--- src/logic/pvpc_regs.svh ---
`ifndef PVPC_REGS_SVH
`define PVPC_REGS_SVH

// Register indices on the management port
`define PVPC_ADDR_W          5
`define PVPC_DATA_W          16
`define PVPC_ADDR_PD         5'h13
`define PVPC_ADDR_CFG        5'h14
`define PVPC_ADDR_DSP        5'h1B
`define PVPC_ADDR_PSC        5'h1D

// Power-down test register
`define PVPC_PD_BITS         9
`define PVPC_PD_RESET        9'h000

// Configuration register fields
`define PVPC_CFG_RESET       16'h0000
`define PVPC_CFG_RW_MASK     16'hFE7F
`define PVPC_CFG_FORCE_SD    13
`define PVPC_CFG_PRE_CTL     11
`define PVPC_CFG_TX10M_SAVE  10
`define PVPC_CFG_AN_SAVE     9
`define PVPC_CFG_XOVER       7
`define PVPC_CFG_AN_LOOP     6
`define PVPC_CFG_XOVER_FIX   5
`define PVPC_CFG_XOVER_DOWN  4
`define PVPC_CFG_PD_LEVEL    0

// DSP test word
`define PVPC_DSP_RESET       16'h0000

// Power saving register fields
`define PVPC_PSC_RESET       16'h0000
`define PVPC_PSC_RW_MASK     16'h0E00
`define PVPC_PSC_PRE_SHORT   11
`define PVPC_PSC_AMPLITUDE   10
`define PVPC_PSC_TX_DRIVE    9

// Preamble reduction in bits
`define PVPC_PRE_W           5
`define PVPC_PRE_NONE        5'h00
`define PVPC_PRE_CUT_SHORT   5'h0C
`define PVPC_PRE_CUT_LONG    5'h16

`endif

--- src/logic/pvpc_pkg.sv ---
`default_nettype none

package pvpc_pkg;

  // Management port request
  typedef struct packed {
    logic [4:0]  addr;
    logic [15:0] wdata;
    logic        wr;
    logic        rd;
  } pvpc_bus_t;

  // Live state from the PHY core
  typedef struct packed {
    logic speed_100;
    logic signal_detect;
    logic auto_crossover;
    logic cable_unplugged;
    logic autoneg_active;
  } pvpc_phy_t;

endpackage : pvpc_pkg

`default_nettype wire

--- src/logic/pvpc_top.sv ---
// What this block does
// - Nine power-down test bits, read/write, reset zero
// - Selected power-down bits take configured level
// - Level bit: one powers down, zero normal
// - Force signal detect good at 100 Mbps
// - Shorten 10BASE-T preamble by 12 or 22
// - Preamble control set keeps normal preamble
// - Bit enables 10 Mbps transmit power saving
// - Zero enables auto-negotiation power saving
// - Read-only bit shows crossover state
// - Bit runs internal auto-negotiation loopback
// - Auto-disable forces crossover to fixed value
// - Reserved read-only bits read zero
// - Two test select bits are storage
// - Sixteen-bit DSP test word, reset zero
// - Reduce drive current when cable unconnected
//
// The address-and-strobe port was decided locally.
`timescale 1ns/1ps
`default_nettype none
`include "pvpc_regs.svh"

module pvpc_top #(
  parameter int PD_BITS = `PVPC_PD_BITS
) (
  input  wire logic                        clk,
  input  wire logic                        reset,
  input  wire pvpc_pkg::pvpc_bus_t         bus,
  input  wire pvpc_pkg::pvpc_phy_t         phy,
  output var  logic [`PVPC_DATA_W-1:0]     rd_data,
  output var  logic [PD_BITS-1:0]          pd_ctl,
  output var  logic                        signal_detect_ok,
  output var  logic [`PVPC_PRE_W-1:0]      preamble_cut_bits,
  output var  logic                        tx_10m_power_save,
  output var  logic                        autoneg_power_save_en,
  output var  logic                        crossover_state,
  output var  logic                        auto_crossover_en,
  output var  logic                        autoneg_internal_loopback,
  output var  logic [`PVPC_DATA_W-1:0]     dsp_test_word,
  output var  logic                        tx_amplitude_reduce,
  output var  logic                        tx_drive_current_save
);

  import pvpc_pkg::*;

  // Refuse widths the power-down map cannot hold
  if (PD_BITS < 1 || PD_BITS > `PVPC_PD_BITS) begin : g_pd_check
    $error("PD_BITS out of range");
  end

  // The stored image must never hold the live crossover bit
  localparam logic [`PVPC_DATA_W-1:0] CFG_KEEP = `PVPC_CFG_RW_MASK;
  if (CFG_KEEP[`PVPC_CFG_XOVER]) begin : g_cfg_mask_check
    $error("crossover bit must stay read-only");
  end

  // Every power saving control must sit inside the writable mask
  localparam logic [`PVPC_DATA_W-1:0] PSC_KEEP = `PVPC_PSC_RW_MASK;
  if (!PSC_KEEP[`PVPC_PSC_PRE_SHORT] || !PSC_KEEP[`PVPC_PSC_AMPLITUDE] ||
      !PSC_KEEP[`PVPC_PSC_TX_DRIVE]) begin : g_psc_mask_check
    $error("power saving control outside writable mask");
  end

  // Unique decode needs four distinct register indices
  if (`PVPC_ADDR_PD == `PVPC_ADDR_CFG || `PVPC_ADDR_PD == `PVPC_ADDR_DSP ||
      `PVPC_ADDR_PD == `PVPC_ADDR_PSC || `PVPC_ADDR_CFG == `PVPC_ADDR_DSP ||
      `PVPC_ADDR_CFG == `PVPC_ADDR_PSC || `PVPC_ADDR_DSP == `PVPC_ADDR_PSC) begin : g_addr_check
    $error("register indices overlap");
  end

  // A zero cut would hide the shortening altogether
  if (`PVPC_PRE_CUT_LONG == `PVPC_PRE_NONE ||
      `PVPC_PRE_CUT_SHORT == `PVPC_PRE_NONE) begin : g_pre_check
    $error("preamble cut lengths must be nonzero");
  end

  // Stored register images
  logic [PD_BITS-1:0]      pd_reg;
  logic [`PVPC_DATA_W-1:0] cfg_reg;
  logic [`PVPC_DATA_W-1:0] dsp_reg;
  logic [`PVPC_DATA_W-1:0] psc_reg;

  // Read path
  logic [`PVPC_DATA_W-1:0] rd_next;
  logic [`PVPC_DATA_W-1:0] pd_word;
  logic [`PVPC_DATA_W-1:0] cfg_word;

  // Write strobes
  logic                    wr_pd;
  logic                    wr_cfg;
  logic                    wr_dsp;
  logic                    wr_psc;

  // Named control fields and live levels
  logic                    pd_level;
  logic                    force_sd;
  logic                    pre_keep;
  logic                    tx10_save;
  logic                    an_save_off;
  logic                    an_loop;
  logic                    xover_fix;
  logic                    xover_down;
  logic                    pre_short;
  logic                    amp_save;
  logic                    drv_save;
  logic                    cable_open;

  // Next values of derived outputs
  logic [`PVPC_PRE_W-1:0]  pre_next;
  logic                    xover_next;

  // Address decode, one strobe per register
  assign wr_pd  = bus.wr && (bus.addr == `PVPC_ADDR_PD);
  assign wr_cfg = bus.wr && (bus.addr == `PVPC_ADDR_CFG);
  assign wr_dsp = bus.wr && (bus.addr == `PVPC_ADDR_DSP);
  assign wr_psc = bus.wr && (bus.addr == `PVPC_ADDR_PSC);

  // Configuration fields by purpose
  assign pd_level    = cfg_reg[`PVPC_CFG_PD_LEVEL];
  assign force_sd    = cfg_reg[`PVPC_CFG_FORCE_SD];
  assign pre_keep    = cfg_reg[`PVPC_CFG_PRE_CTL];
  assign tx10_save   = cfg_reg[`PVPC_CFG_TX10M_SAVE];
  assign an_save_off = cfg_reg[`PVPC_CFG_AN_SAVE];
  assign an_loop     = cfg_reg[`PVPC_CFG_AN_LOOP];
  assign xover_fix   = cfg_reg[`PVPC_CFG_XOVER_FIX];
  assign xover_down  = cfg_reg[`PVPC_CFG_XOVER_DOWN];

  // Power saving fields
  assign pre_short   = psc_reg[`PVPC_PSC_PRE_SHORT];
  assign amp_save    = psc_reg[`PVPC_PSC_AMPLITUDE];
  assign drv_save    = psc_reg[`PVPC_PSC_TX_DRIVE];

  // Unconnected level, trusted as already debounced by link detection
  assign cable_open  = phy.cable_unplugged;

  // Power-down test bits
  always_ff @(posedge clk) begin
    if (reset) begin
      pd_reg <= PD_BITS'(`PVPC_PD_RESET);
    end else if (wr_pd) begin
      pd_reg <= bus.wdata[PD_BITS-1:0];
    end
  end

  // Configuration word; read-only bits never stored
  always_ff @(posedge clk) begin
    if (reset) begin
      cfg_reg <= `PVPC_CFG_RESET;
    end else if (wr_cfg) begin
      // Reserved bit 1 stored as written; software keeps it zero
      cfg_reg <= bus.wdata & `PVPC_CFG_RW_MASK;
    end
  end

  // DSP test word
  always_ff @(posedge clk) begin
    if (reset) begin
      dsp_reg <= `PVPC_DSP_RESET;
    end else if (wr_dsp) begin
      dsp_reg <= bus.wdata;
    end
  end

  // Power saving controls
  always_ff @(posedge clk) begin
    if (reset) begin
      psc_reg <= `PVPC_PSC_RESET;
    end else if (wr_psc) begin
      psc_reg <= bus.wdata & `PVPC_PSC_RW_MASK;
    end
  end

  // Power-down word as read back, upper bits zero
  always_comb begin
    pd_word = '0;
    pd_word[PD_BITS-1:0] = pd_reg;
  end

  // Configuration word as read back, crossover bit live from its flop
  always_comb begin
    cfg_word = cfg_reg;
    cfg_word[`PVPC_CFG_XOVER] = crossover_state;
  end

  // Read mux; unmapped addresses answer zero
  always_comb begin
    rd_next = '0;
    if (bus.rd) begin
      unique case (bus.addr)
        `PVPC_ADDR_PD: begin
          rd_next = pd_word;
        end
        `PVPC_ADDR_CFG: begin
          rd_next = cfg_word;
        end
        `PVPC_ADDR_DSP: begin
          rd_next = dsp_reg;
        end
        `PVPC_ADDR_PSC: begin
          rd_next = psc_reg;
        end
        default: begin
          rd_next = '0;
        end
      endcase
    end
  end

  // Read data stands one cycle only
  always_ff @(posedge clk) begin
    if (reset) begin
      rd_data <= '0;
    end else begin
      rd_data <= rd_next;
    end
  end

  // Per-bit power-down drive from the shared level
  for (genvar i = 0; i < PD_BITS; i++) begin : g_pd
    always_ff @(posedge clk) begin
      if (reset) begin
        pd_ctl[i] <= 1'b0;
      end else begin
        // Unselected functions stay powered
        pd_ctl[i] <= pd_reg[i] && pd_level;
      end
    end
  end

  // Signal detect forcing applies at 100 Mbps only
  always_ff @(posedge clk) begin
    if (reset) begin
      signal_detect_ok <= 1'b0;
    end else if (force_sd && phy.speed_100) begin
      signal_detect_ok <= 1'b1;
    end else begin
      signal_detect_ok <= phy.signal_detect;
    end
  end

  // Preamble reduction selection
  always_comb begin
    pre_next = `PVPC_PRE_NONE;
    if (!pre_keep && tx10_save) begin
      if (pre_short) begin
        pre_next = `PVPC_PRE_CUT_SHORT;
      end else begin
        pre_next = `PVPC_PRE_CUT_LONG;
      end
    end
  end

  // Only 10BASE-T preambles are cut; control set keeps them whole
  always_ff @(posedge clk) begin
    if (reset) begin
      preamble_cut_bits <= `PVPC_PRE_NONE;
    end else if (phy.speed_100) begin
      preamble_cut_bits <= `PVPC_PRE_NONE;
    end else begin
      preamble_cut_bits <= pre_next;
    end
  end

  // 10 Mbps transmit power saving
  always_ff @(posedge clk) begin
    if (reset) begin
      tx_10m_power_save <= 1'b0;
    end else begin
      tx_10m_power_save <= tx10_save && !phy.speed_100;
    end
  end

  // Saving during negotiation is on by default (bit low)
  always_ff @(posedge clk) begin
    if (reset) begin
      autoneg_power_save_en <= 1'b0;
    end else begin
      autoneg_power_save_en <= !an_save_off && phy.autoneg_active;
    end
  end

  // Crossover: forced value overrides automatic detection
  always_comb begin
    if (xover_down) begin
      xover_next = xover_fix;
    end else begin
      xover_next = phy.auto_crossover;
    end
  end

  // Reset shows MDI until the first live sample
  always_ff @(posedge clk) begin
    if (reset) begin
      crossover_state <= 1'b0;
    end else begin
      crossover_state <= xover_next;
    end
  end

  // Automatic detection runs unless forced; on from reset
  always_ff @(posedge clk) begin
    if (reset) begin
      auto_crossover_en <= 1'b1;
    end else begin
      auto_crossover_en <= !xover_down;
    end
  end

  // Internal negotiation loopback
  always_ff @(posedge clk) begin
    if (reset) begin
      autoneg_internal_loopback <= 1'b0;
    end else begin
      autoneg_internal_loopback <= an_loop;
    end
  end

  // DSP word straight to the core
  always_ff @(posedge clk) begin
    if (reset) begin
      dsp_test_word <= `PVPC_DSP_RESET;
    end else begin
      dsp_test_word <= dsp_reg;
    end
  end

  // Amplitude cut only while no partner is connected
  always_ff @(posedge clk) begin
    if (reset) begin
      tx_amplitude_reduce <= 1'b0;
    end else begin
      tx_amplitude_reduce <= amp_save && cable_open;
    end
  end

  // Drive current cut only while no partner is connected
  always_ff @(posedge clk) begin
    if (reset) begin
      tx_drive_current_save <= 1'b0;
    end else begin
      tx_drive_current_save <= drv_save && cable_open;
    end
  end

endmodule : pvpc_top

`default_nettype wire

--- config.mk ---
export PLATFORM = sky130hd
export DESIGN_NAME = pvpc_top
export DESIGN_NICKNAME = d
export VERILOG_FILES = /design/src/logic/pvpc_pkg.sv /design/src/logic/pvpc_top.sv
export VERILOG_INCLUDE_DIRS = /design/src /design/src/logic
export SDC_FILE = /design/constraint.sdc
export NUM_CORES = 1
export LEC_CHECK = 0
export BUFFER_PORTS_ARGS = -buffer_cell sky130_fd_sc_hd__buf_2
export CORE_ASPECT_RATIO = 0.7
export CORE_MARGIN = 3
export CORE_UTILIZATION = 50
export CTS_BUF_LIST = sky130_fd_sc_hd__clkbuf_2 sky130_fd_sc_hd__clkbuf_4 sky130_fd_sc_hd__clkbuf_8
export CTS_CLUSTER_DIAMETER = 150
export CTS_CLUSTER_SIZE = 12
export DETAILED_ROUTE_END_ITERATION = 7
export PLACE_DENSITY = 0.83
export SLEW_MARGIN = 20
export SYNTH_ARGS = -nofsm -noshare
export SYNTH_HDL_FRONTEND = slang
export SYNTH_SLANG_ARGS = --single-unit
--- constraint.sdc ---
create_clock -name clk -period 3.1 [get_ports clk]
set_clock_uncertainty 0.05 [all_clocks]
set_input_delay 0.31 -clock clk [delete_from_list [all_inputs] [get_ports clk]]
set_output_delay 0.31 -clock clk [all_outputs]
set_load 0.1 [all_outputs]
# Word-level counts from Yosys, hierarchy flattened

Index checks and enable logic that the tools add are counted.
Widths: inputs -> output; s select.

Bits in registers: 96
Latch bits: 0
Memory bits (writable): 0
Memory bits (read-only): 0
Bits of input ports: 30
Output and inout port bits: 54
Word-level logic and storage cells: 59
Memories: 0

Add/sub/neg operators: 0
Multiply operators: 0
Divide/modulo/power cells: 0
Magnitude comparators: 0
Eq/ne operators: 4
Shift operators: 0
Multiplexer cells: 4
Bitwise gates (word level): 2
Reduce and logical (&&, ||, !) cells: 25

Operators by type and width:

| operator           | number |
|---|---|
| $pmux 16 s4        | 1 |
| $eq 5x5->1 const B | 4 |
| $logic_and 1x1->1  | 19 |
| $mux 5             | 1 |
| $logic_not 1->1    | 4 |
| $reduce_or 3->1    | 1 |
| $mux 1             | 2 |
| $not 1->1          | 2 |
| $reduce_or 2->1    | 1 |

# Depth between registers and ports, before layout

Word-level depth: 4
Depth in mapped cells: 6
Depth with buffers taken out: 3

# Least setup slack after synthesis

No wires, ideal clock.

Kind: register to output
From: register preamble_cut_bits[1] (netlist name)
To: output port preamble_cut_bits[4]
Data arrival time: 1356 ps
Required time: 2740 ps
Setup slack: 1384 ps
Cell stages (with the launch flop): 2
Path buffers: 1
Path through: dfxtp_1 buf_4

RTL lines:

| what             | RTL line       | RTL |
|---|---|---|
| end: declaration | pvpc_top.sv:33 | `` output var logic [`PVPC_PRE_W-1:0] preamble_cut_bits, `` |

# Worst setup path in the final report

From: input port reset
To: register rd_data[8]

Word-level cells in the longest chain between the ends: 1

RTL lines:

| what                      | RTL line        | RTL |
|---|---|---|
| start: declaration        | pvpc_top.sv:27  | `input wire logic reset,` |
| $reduce_or 2->1 (no line) | n/a             |  |
| end signal: assignment    | pvpc_top.sv:214 | `rd_data <= rd_next;` |
| end: declaration          | pvpc_top.sv:30  | `` output var logic [`PVPC_DATA_W-1:0] rd_data, `` |

No other way between the ends.
A chain may end at the register's enable or synchronous reset.

==> impl_results.md <==
* Outcome: finished, final reports clean
* Final cycle utilization of the critical path at 0.502
* Vias in the first global route at 2545
* Synth cell types at 32
* Multi-input logic area at 0.00150 mm^2
* Max cap viols at 0
* Setup_tns at 0 ns
* Mapped Cells at 358
* Reg area at 0.00188 mm^2
* Maximum clock rate at 0.642 GHz
* Final setup violation count at 0
* Placed Cells at 505
* FF-to-FF setup slack at 1.84 ns
* Register area share after synthesis at 0.530
* Via count at 2863
* Power Dens Cells at 518 mW/mm^2
* Worst slew pin tran at 0.883 ns
* Share of flip-flops with an asynchronous set or reset at 0
* Slew Viols, Final at 0
* First-pass GRT wire length at 13.3 mm
* Layout cells sized above 1 at 0.265
* VDD IR-drop max at 0.000324 V
* RSZ-0062 raised after global routing: no
* Top post-synthesis cells by count: 94 x dfxtp_1, 44 x nand3_1, 29 x a21oi_1, 29 x o21ai_0, 24 x nand2b_1
* Initial Utilization at 0.521
* Pin count of the biggest net entering global routing at 50
* Synth Flop Type: dfxtp_1
* Leak pwr at 1.65 nW
* CTS Sinks at 94
* Hold Vio Cnt, Final at 0
* Synth top area share at 0.530
* Post-synth top area cell: dfxtp_1
* H-Tree Depth at 3
* Dpl hpwl at 5.99 mm
* CTS tree: done
* Worst path top cell family by delay: simple AND/OR/NAND/NOR gates
* Ports at 84
* Total GRT Usage at 0.209
* Post-synthesis net count at 388
* WL final at 8.52 mm
* Reg2reg start: cfg_reg[0]
* Number of enable flip-flop cells after synthesis at 0
* CP arrival at 1.73 ns
* Reg clk slew, reported paths at 0.10 ns
* 1st-pass router iterations at 5
* Die H at 76.5 um
* Routability cong. at 0.928
* Bufs on Longest Clock Path at 2
* Max_slew headroom at 0.411
* Worst Hold Path Cells at 2
* Hold crit path type: in -> reg
* Clock root cell: clkbuf_8
* IO Port Bufs at 82
* Die area at 0.00817 mm^2
* YS warnings at 0
* Hold_buf cts at 0
* Final Critical Period at 1.56 ns
* Fill count at 600
* Most common cell in the netlist: dfxtp_1
* Crit-path cells: buf_2 -> nand3b_1 -> nor4b_1
* Hold path endpoint: tx_10m_power_save
* Min-delay src: phy[4]
* DRT antenna net count at 0
* Crit path largest cell delay at 0.58 ns
* Layout net count at 452
* Initial antenna violation count at 0
* Num CTS Buffers at 9
* Drt wl/cell at 16.3 um
* Non-Filler Instances at 521
* Yosys reg bits at 94
* Critical path launch point type: input port
* CP Class: in -> reg
* Worst-Skew Late Latency at 0.36 ns
* CP required at 3.28 ns
* Area grow syn2layout at 15.9%
* Core area at 0.00682 mm^2
* Postcts setup bufs at 0
* Std-Cell Rows at 25
* DR vias/cell at 5.50
* Crit-path max FO at 31
* DRC at 0
* Overflow left after global routing at 0
* Initial DRC Count at 308
* R2R depth at 2
* Critical R2R Capture: cfg_reg[0]
* Critical path capture point type: flip-flop
* Antenna fix cells at 0
* WP buf/inv at 1
* Die extent in x at 107 um
* Syn Std Cell Area at 0.00355 mm^2
* Post-CTS sizing at 0
* Dominant cells by area after synthesis: dfxtp_1 53%, nand3_1 6.2%, nand2b_1 4.2%
* Crit-path slowest cell: nand3b_1
* Mean Syn Cell Area at 9.92 um^2
## final cells by class
cell class                 instances  area share
multi-input combinational        232       0.363
clock inverter                     7      0.0155
tap                               94      0.0286
clock buffer                       9      0.0301
sequential                        94       0.457
timing repair buffer              85       0.105
## routing by layer
metal	vias to the layer above	part of all wire	GRT usage
li1	1379	-	-
met2	169	0.41	0.279
met1	1305	0.48	0.325
met4	0	0.011	0.0639
met5	-	0	0
met3	10	0.11	0.0567
## worst reg2reg max path, cell delays in order (launching register included)
cell     delay [ns]
dfxtp_1        0.35
nor2b_1        0.54
mux2_4         0.26
## where the power goes
part,total [W],switching [W],internal (W)
clock network,0.000765,0.000457,0.000308
logic,0.000150,0.000109,0.0000407
registers,0.00122,0.00000412,0.00121
## placed cells by master (no fill, tap or decap), types with 5 or more instances in the layout
master	count
mux2_2	8
a21oi_1	29
and2_1	10
clkbuf_8	9
and3b_1	5
buf_2	82
nand3_1	44
a211oi_1	5
nor3_1	8
nor2b_1	22
mux2i_1	14
dfxtp_1	94
o21ai_0	29
nand2b_1	24
a32oi_1	8
## through the flow
step,worst slack [ns],hold slack [ns],utilization,area [um^2],total power (W)
final,1.54,0.0711,0.603,4120,0.00213
after global routing,1.42,0.0536,0.603,4120,0.00221
after CTS,1.56,0.0585,0.603,4120,0.00213
after detailed placement,1.22,0.401,0.576,3930,0.00139
after global placement,1.30,0.404,0.576,3930,0.00139
after floorplan,1.38,0.343,-,3550,0.00135
## worst max-delay path by stage
stage | from | to | slack, ns | depth (start not counted)
detailed placement | reset | rd_data[8] | 1.22 | 3
global route | reset | rd_data[8] | 1.42 | 3
finish | reset | rd_data[8] | 1.54 | 3
floorplan | preamble_cut_bits[1] | preamble_cut_bits[4] | 1.38 | 1
global placement | reset | rd_data[8] | 1.30 | 3
CTS | crossover_state | crossover_state | 1.56 | 1
## cells by family after synthesis
| kind of cell | after synthesis | synth area share |
|---|---|---|
| other | 1 | 0.00106 |
| and+or+nand+nor | 132 | 0.223 |
| xor gates and xnor gates | 1 | 0.00247 |
| muxes | 24 | 0.0733 |
| AOI/OAI and AO/OA | 74 | 0.121 |
| DFF | 94 | 0.530 |
| buffers and inverters | 32 | 0.0490 |
Power figures use the tool's default switching activity.
